$ cat config.mk
export PLATFORM = sky130hd
export DESIGN_NAME = dur_ctrl
export DESIGN_NICKNAME = d
export VERILOG_FILES = /design/src/dur_pkg.sv /design/src/dur_bank_if.sv /design/src/dur_edge.sv /design/src/dur_bank.sv /design/src/dur_ctrl.sv
export SDC_FILE = /design/constraint.sdc
export NUM_CORES = 1
export LEC_CHECK = 0
export CAP_MARGIN = 15
export CELL_PAD_IN_SITES_DETAIL_PLACEMENT = 1
export CELL_PAD_IN_SITES_GLOBAL_PLACEMENT = 2
export CORE_MARGIN = 2
export CORE_UTILIZATION = 30
export DETAILED_ROUTE_END_ITERATION = 10
export DONT_BUFFER_PORTS = 1
export PLACE_DENSITY = 0.63
export SLEW_MARGIN = 20
export SYNTH_ARGS = -nofsm -noshare
export SYNTH_HDL_FRONTEND = slang
export SYNTH_SLANG_ARGS = --single-unit
$ cat constraint.sdc
create_clock -name clock -period 2.7 [get_ports clock]
set_input_delay 0.54 -clock clock [delete_from_list [all_inputs] [get_ports clock]]
set_output_delay 0.54 -clock clock [all_outputs]
set_load 0.01 [all_outputs]
$ cat src/dur_pkg.sv
package dur_pkg;
  localparam int FRAME_W = 24;
  localparam int CH_N    = 4;
  localparam int CODE_W  = 10;
  localparam int CMD_HI  = 23;
  localparam int CMD_LO  = 20;
  localparam int ADDR_HI = 19;
  localparam int ADDR_LO = 16;
  localparam int DATA_HI = 15;
  localparam int DATA_LO = 6;
  localparam int MASK_HI = 3;
  localparam int MASK_LO = 0;
  localparam int REF_BIT = 0;

  typedef logic [3:0]        dur_cmd_t;
  typedef logic [CODE_W-1:0] dur_code_t;
  typedef logic [CH_N-1:0]   dur_chan_t;

  localparam dur_cmd_t  CMD_WRITE_IN  = 4'h1;
  localparam dur_cmd_t  CMD_UPDATE    = 4'h2;
  localparam dur_cmd_t  CMD_WRITE_UPD = 4'h3;
  localparam dur_cmd_t  CMD_MASK      = 4'h5;
  localparam dur_cmd_t  CMD_SOFT_RST  = 4'h6;
  localparam dur_cmd_t  CMD_REF       = 4'h7;

  localparam dur_code_t ZERO_SCALE    = 10'h000;
  localparam dur_code_t MID_SCALE     = 10'h200;
  localparam dur_chan_t MASK_RST      = 4'h0;
  localparam logic      REF_ON_RST    = 1'b1;
  localparam logic      TIED_LOW_RST  = 1'b1;
endpackage

$ cat src/dur_bank_if.sv
`timescale 1ns/1ps
interface dur_bank_if;
  import dur_pkg::*;
  logic                         clear;
  dur_code_t                    clear_code;
  dur_chan_t                    in_we;
  dur_chan_t                    out_we;
  dur_chan_t                    copy;
  dur_code_t                    wdata;
  logic [CH_N-1:0][CODE_W-1:0]  in_codes;
  logic [CH_N-1:0][CODE_W-1:0]  out_codes;

  modport ctrl (
    output clear, clear_code, in_we, out_we, copy, wdata,
    input  in_codes, out_codes
  );
  modport bank (
    input  clear, clear_code, in_we, out_we, copy, wdata,
    output in_codes, out_codes
  );
endinterface

$ cat src/dur_edge.sv
`timescale 1ns/1ps
module dur_edge #(
  parameter int              W    = 2,
  parameter logic [W-1:0]    INIT = '1
) (
  // Clock and reset
  input  wire logic          clock,
  input  wire logic          nrst,
  input  wire logic          ce,
  // Sampled levels and their edges
  input  wire logic [W-1:0]  level,
  output logic [W-1:0]       rise,
  output logic [W-1:0]       fall
);
  logic [W-1:0] prev_ff;

  always_ff @(posedge clock or negedge nrst)
  begin
    if (!nrst)
      prev_ff <= INIT;
    else if (ce)
      prev_ff <= level;
  end

  // An edge only counts on an enabled cycle, so a frozen block never sees a stale edge twice.
  assign rise = ce ? (level & ~prev_ff) : '0;
  assign fall = ce ? (~level & prev_ff) : '0;
endmodule

$ cat src/dur_bank.sv
`timescale 1ns/1ps
module dur_bank (
  // Clock and reset
  input  wire logic  clock,
  input  wire logic  nrst,
  input  wire logic  ce,
  // Register bank port
  dur_bank_if.bank   bus
);
  import dur_pkg::*;

  for (genvar ch = 0; ch < CH_N; ch++)
  begin : g_ch
    dur_code_t in_ff;
    dur_code_t out_ff;

    always_ff @(posedge clock or negedge nrst)
    begin
      if (!nrst)
        in_ff <= ZERO_SCALE;
      else if (ce)
      begin
        if (bus.clear)
          in_ff <= bus.clear_code;
        else if (bus.in_we[ch])
          in_ff <= bus.wdata;
      end
    end

    // A direct write beats a copy, so a write-and-update never lands stale input data.
    always_ff @(posedge clock or negedge nrst)
    begin
      if (!nrst)
        out_ff <= ZERO_SCALE;
      else if (ce)
      begin
        if (bus.clear)
          out_ff <= bus.clear_code;
        else if (bus.out_we[ch])
          out_ff <= bus.wdata;
        else if (bus.copy[ch])
          out_ff <= in_ff;
      end
    end

    assign bus.in_codes[ch]  = in_ff;
    assign bus.out_codes[ch] = out_ff;
  end
endmodule

$ cat src/dur_ctrl.sv
`timescale 1ns/1ps
// Operation
// Strobe high during input write defers output update to strobe falling edge.
// Mask command loads four mask bits from data bits 3..0, address ignored.
// Mask bits reset to zero; unmasked channels follow the hardware strobe.
// Masked channel ignores strobe transitions and sees the strobe as high.
// Input write always loads input register; output too only if strobe low.
// Update command copies selected input registers to outputs, strobe ignored.
// Write-and-update loads input and output registers, strobe ignored.
// Every strobe falling edge copies inputs to outputs on unmasked channels.
// With strobe permanently low, mask bits are ignored entirely.
// Hardware reset clears outputs to zero or midscale per select pin.
// Updates rejected while hardware reset low; cleared value held after.
// Software reset command returns device to its power-on state.
// Strobe activity ignored while power-on reset is in progress.
// Hardware reset low at power-up defers initialization until released.
// Power-up code is zero or midscale per select pin, held until written.
// Reference command bit 0: zero turns reference on, one off; on by default.
// Host sends 24-bit frames, latched on rising edge of frame sync.
module dur_ctrl (
  // Clock and reset
  input  wire logic                                  clock,
  input  wire logic                                  nrst,
  input  wire logic                                  ce,
  // Frame port
  input  wire logic                                  sync_n,
  input  wire logic [dur_pkg::FRAME_W-1:0]           frame_word,
  // Pins
  input  wire logic                                  load_strobe_n,
  input  wire logic                                  hw_reset_n,
  input  wire logic                                  clear_level_select,
  // Outputs
  output logic [dur_pkg::CH_N-1:0][dur_pkg::CODE_W-1:0] output_codes,
  output logic                                       ref_on,
  output logic                                       init_busy
);
  import dur_pkg::*;

  typedef enum logic [1:0] {ST_WAIT_RST, ST_LOAD, ST_RUN} dur_state_e;

  dur_state_e state_ff;
  dur_state_e nxt_state;
  dur_chan_t  mask_ff;
  logic       ref_on_ff;
  logic       tied_low_ff;
  logic [1:0] rise;
  logic [1:0] fall;
  logic       sync_rise;
  logic       strobe_fall;
  logic       run;
  logic       take;
  dur_cmd_t   cmd;
  dur_chan_t  addr;
  dur_code_t  data;
  dur_chan_t  strobe_eff_low;

  dur_bank_if bus ();

  dur_edge #(
    .W    (2),
    .INIT (2'h3)
  ) u_edge (
    .clock (clock),
    .nrst  (nrst),
    .ce    (ce),
    .level ({load_strobe_n, sync_n}),
    .rise  (rise),
    .fall  (fall)
  );

  dur_bank u_bank (
    .clock (clock),
    .nrst  (nrst),
    .ce    (ce),
    .bus   (bus)
  );

  assign sync_rise   = rise[0];
  assign strobe_fall = fall[1];
  assign run         = (state_ff == ST_RUN);
  assign cmd         = frame_word[CMD_HI:CMD_LO];
  assign addr        = frame_word[ADDR_HI:ADDR_LO];
  assign data        = frame_word[DATA_HI:DATA_LO];

  // frame latch edge
  // reset rejects frames
  assign take = sync_rise & run & hw_reset_n;

  // masked sees high
  // tied low overrides
  assign strobe_eff_low = {CH_N{~load_strobe_n}} & (~mask_ff | {CH_N{tied_low_ff}});

  // wait for release
  // soft reset restart
  always_comb
  begin
    nxt_state = state_ff;
    case (state_ff)
      ST_WAIT_RST:
        if (hw_reset_n)
          nxt_state = ST_LOAD;
      ST_LOAD:
        nxt_state = ST_RUN;
      ST_RUN:
        if (take && cmd == CMD_SOFT_RST)
          nxt_state = ST_WAIT_RST;
      default:
        nxt_state = ST_WAIT_RST;
    endcase
  end

  always_ff @(posedge clock or negedge nrst)
  begin
    if (!nrst)
      state_ff <= ST_WAIT_RST;
    else if (ce)
      state_ff <= nxt_state;
  end

  // mask load
  // mask default zero
  always_ff @(posedge clock or negedge nrst)
  begin
    if (!nrst)
      mask_ff <= MASK_RST;
    else if (ce)
    begin
      if (state_ff == ST_LOAD)
        mask_ff <= MASK_RST;
      else if (take && cmd == CMD_MASK)
        mask_ff <= frame_word[MASK_HI:MASK_LO];
    end
  end

  // reference setup
  always_ff @(posedge clock or negedge nrst)
  begin
    if (!nrst)
      ref_on_ff <= REF_ON_RST;
    else if (ce)
    begin
      if (state_ff == ST_LOAD)
        ref_on_ff <= REF_ON_RST;
      else if (take && cmd == CMD_REF)
        ref_on_ff <= ~frame_word[REF_BIT];
    end
  end

  // permanent low tracking
  // A single high sample is taken as proof that the strobe is not tied low.
  always_ff @(posedge clock or negedge nrst)
  begin
    if (!nrst)
      tied_low_ff <= TIED_LOW_RST;
    else if (ce && load_strobe_n)
      tied_low_ff <= 1'b0;
  end

  always_comb
  begin
    // hardware reset clear
    // power-up clear code
    bus.clear      = ~hw_reset_n | (state_ff == ST_LOAD);
    bus.clear_code = clear_level_select ? MID_SCALE : ZERO_SCALE;
    bus.wdata      = data;
    bus.in_we      = '0;
    bus.out_we     = '0;
    bus.copy       = '0;
    // no updates in reset
    // strobe ignored at init
    if (run && hw_reset_n)
    begin
      // strobe falling edge
      // deferred update
      if (strobe_fall)
        bus.copy = ~mask_ff;
      if (take)
      begin
        case (cmd)
          // input write
          CMD_WRITE_IN:
          begin
            bus.in_we  = addr;
            bus.out_we = addr & strobe_eff_low;
          end
          // update command
          CMD_UPDATE:
            bus.copy = bus.copy | addr;
          // write and update
          CMD_WRITE_UPD:
          begin
            bus.in_we  = addr;
            bus.out_we = addr;
          end
          default:
            bus.in_we = '0;
        endcase
      end
    end
  end

  assign output_codes = bus.out_codes;
  assign ref_on       = ref_on_ff;
  assign init_busy    = ~run;
endmodule

==> run_results.csv <==
group,metric,value,unit
status,outcome,"completed",
worst_setup_path,ff2ff_setup_slack,0.27,ns
synth,avgSynthCellArea,10.81,um^2
floorplan,die_w,121.9,um
grt,grt_usage,15.17,%
synth,synth_common_cells,"86 x dfrtp_1, 71 x nand2_1, 48 x o21ai_0",
timing,relSlewSlack,57.01,%
placement,dpl.hpwl,7693,um
pwr,total_power,3.528,mW
cells_and_area,antenna_cells,0,
synth,ys.warnings.count,0,
cells_and_area,drive_gt1_share,21.11,%
detailed_routing,route.detailed.drc,0,
grt,grt_pass1_vias,2966,
detailed_routing,dr_total_vias,2904,
synth,synthCells,386,
synth,synth_compound_area_share,20.94,%
run,maxCapViolations,0,
timing,fin_setup_tns,0,ns
detailed_routing,wirelength,10780,um
synth,ys_seq_area_share,54.11,%
worst_setup_path,crit_fanout,10,
placement,io_buffer_count,0,
synth,synthTopCellsByArea,"dfrtp_1 52%, nand2_1 6.4%, o21ai_0 5.8%",
worst_setup_path,critPathCaptureType,"flip-flop",
clocking,postCtsSetupRepairBufs,0,
timing,maxSlewViolCount,0,
detailed_routing,dr.first_iter.drc_count,144,
synth,synthXorXnorAreaFrac,0,%
clocking,clockBufferDepth,2,
detailed_routing,wl_per_cell,18.65,um
synth,synth_mux_area_share,5.639,%
pwr,leakagePower,2.362,nW
synth,synth_most_common_cell,"dfrtp_1",
min_path,hold_class,"input port to async pin",
timing,fmax,410.9,MHz
synth,yosysTopAreaCellShare,51.59,%
detailed_routing,viasPerCell,5.024,
worst_setup_path,worstSetupPathType,"flip-flop to flip-flop",
grt,overflow,0,
worst_setup_path,critPathRequiredTime,2.90,ns
synth,synth_nets,417,
clocking,clk_pin_slew_worst_paths,0.07,ns
synth,async_flop_share,100.0,%
timing,hold_viol,0,
timing,min_period,2.434,ns
floorplan,dieArea,0.01486,mm^2
detailed_routing,ant_nets,0,
floorplan,initial_core_util,30.41,%
clocking,cts_tree,"yes",
clocking,clock_latency,0.34,ns
grt,grt_pass1_wl,17110,um
clocking,numCtsBuffers,9,
floorplan,die_h,121.9,um
floorplan,top_level_ports,73,
synth,synth_ff_type,"dfrtp_1",
synth,synth_area_leader_cell,"dfrtp_1",
synth,synth_top_family_by_area,"compound AO/OA/AOI/OAI gates",
detailed_routing,detail_route.first_pass.iterations,4,
placement,routabilityCongestion,0.8059,
grt,grt_max_degree,87,
floorplan,num_rows,43,
timing,setup_violations,0,
pwr,vdd_drop_max,0.0003621,V
timing,tightest_slew,0.6448,ns
timing,period_share,90.13,%
synth,ys_seq_elements,90,
worst_setup_path,start_kind,"flip-flop",
synth,synth-edff-count,0,
synth,synth.cell_area,0.004172,mm^2
clocking,h-tree-depth,3,
timing,holdWs,0.03695,ns
cells_and_area,fin_nets,425,
timing,rsz0062_at_grt,"false",
synth,synth-simple-area-share,15.57,%
floorplan,core-area,0.01372,mm^2
clocking,cts_sinks,90,
pwr,powerDensity,746.6,mW/mm^2
cells_and_area,synthToLayoutAreaGrowth,13.29,%
synth,synthAdderAreaFrac,0,%
worst_setup_path,cp_data_arrival_time,2.64,ns
synth,synth_cell_types,48,
timing,skew,0.007520,ns
grt,antenna_found_initial,0,
clocking,root_buffer,"clkbuf_16",
[cells in the final DEF (no fill, tap or decap), drive strengths merged, types with 10 or more instances in the layout]
cell | Yosys | routed
mux2 | 12 | 12
a22o | 18 | 18
and2 | 11 | 11
a21o | 18 | 18
dfrtp | 86 | 86
nand2 | 71 | 71
inv | 14 | 16
buf | 3 | 15
o21ai | 48 | 48
mux2i | 10 | 10
a221o | 12 | 12
clkbuf | 13 | 10
[timing repair]
action                    in CTS  in global routing
resized for setup              0                  0
hold buffers                   1                  0
hold endpoints to repair      86                  0
[worst max-delay path: stages, from the launching register on]
cell	delay, ns
dfrtp_1	0.43
nand4b_2	0.41
or3_2	0.58
a22oi_2	0.55
a221o_1	0.25
a22oi_1	0.08
[registers in the layout, indices dropped and copies added, names as in the netlist]
name,count
mask_ff,4
ref_on,1
state_ff,2
tied_low_ff,1
u_bank.g_ch.in_ff,40
u_bank.g_ch.out_ff,40
u_edge.prev_ff,2
[metrics by stage]
step	utilization, %	area [um^2]	instances	worst slack [ns]
2_1_floorplan	-	4172	386	0.4940
3_3_place_gp	32.06	4398	562	0.3136
3_5_place_dp	32.06	4398	562	0.2723
4_1_cts	34.45	4726	578	0.2405
5_1_grt	34.45	4726	578	0.1017
6_report	34.45	4726	578	0.2665
[power by group]
| part | internal (mW) | switching [mW] |
|---|---|---|
| Clock | 0.744 | 0.539 |
| Sequential | 1.57 | 0.174 |
| Combinational | 0.203 | 0.298 |
| Total | 2.52 | 1.01 |
[layer usage]
| metal | GRT usage (%) | vias to the layer above | share of wire, % |
|---|---|---|---|
| met2 | 23.15 | 47 | 45 |
| met5 | 0 | - | 0 |
| met1 | 21.04 | 1449 | 49 |
| met4 | 4.741 | 0 | 1.1 |
| li1 | - | 1401 | - |
| met3 | 4.026 | 7 | 4.9 |
[cells by family after synthesis]
logic type / Yosys count
simple gates: 123
compound gates: 119
flops: 90
buf+inv: 32
mux: 22
[path summary, 6_finish.rpt]
check	to	start	depth (start not counted)
max in group asynchronous	u_bank.g_ch[2].in_ff[4]	nrst	1
min reg2reg	u_bank.g_ch[1].in_ff[3]	u_bank.g_ch[1].in_ff[3]	2
min	u_edge.prev_ff[1]	nrst	0
min in group clock	tied_low_ff	load_strobe_n	1
max	u_bank.g_ch[3].out_ff[9]	state_ff[0]	5
max reg2reg	u_bank.g_ch[3].out_ff[9]	state_ff[0]	5
[area by class of cell]
class                      instances  area (um^2)
tap                              180        225.2
inverter                          14        52.55
fill                            1525         8994
timing repair buffer              15        132.6
clock buffer                      10        239.0
multi-input combinational        264         1758
sequential                        90         2257
clock inverter                     5        61.31
Power figures use the tool's default switching activity.
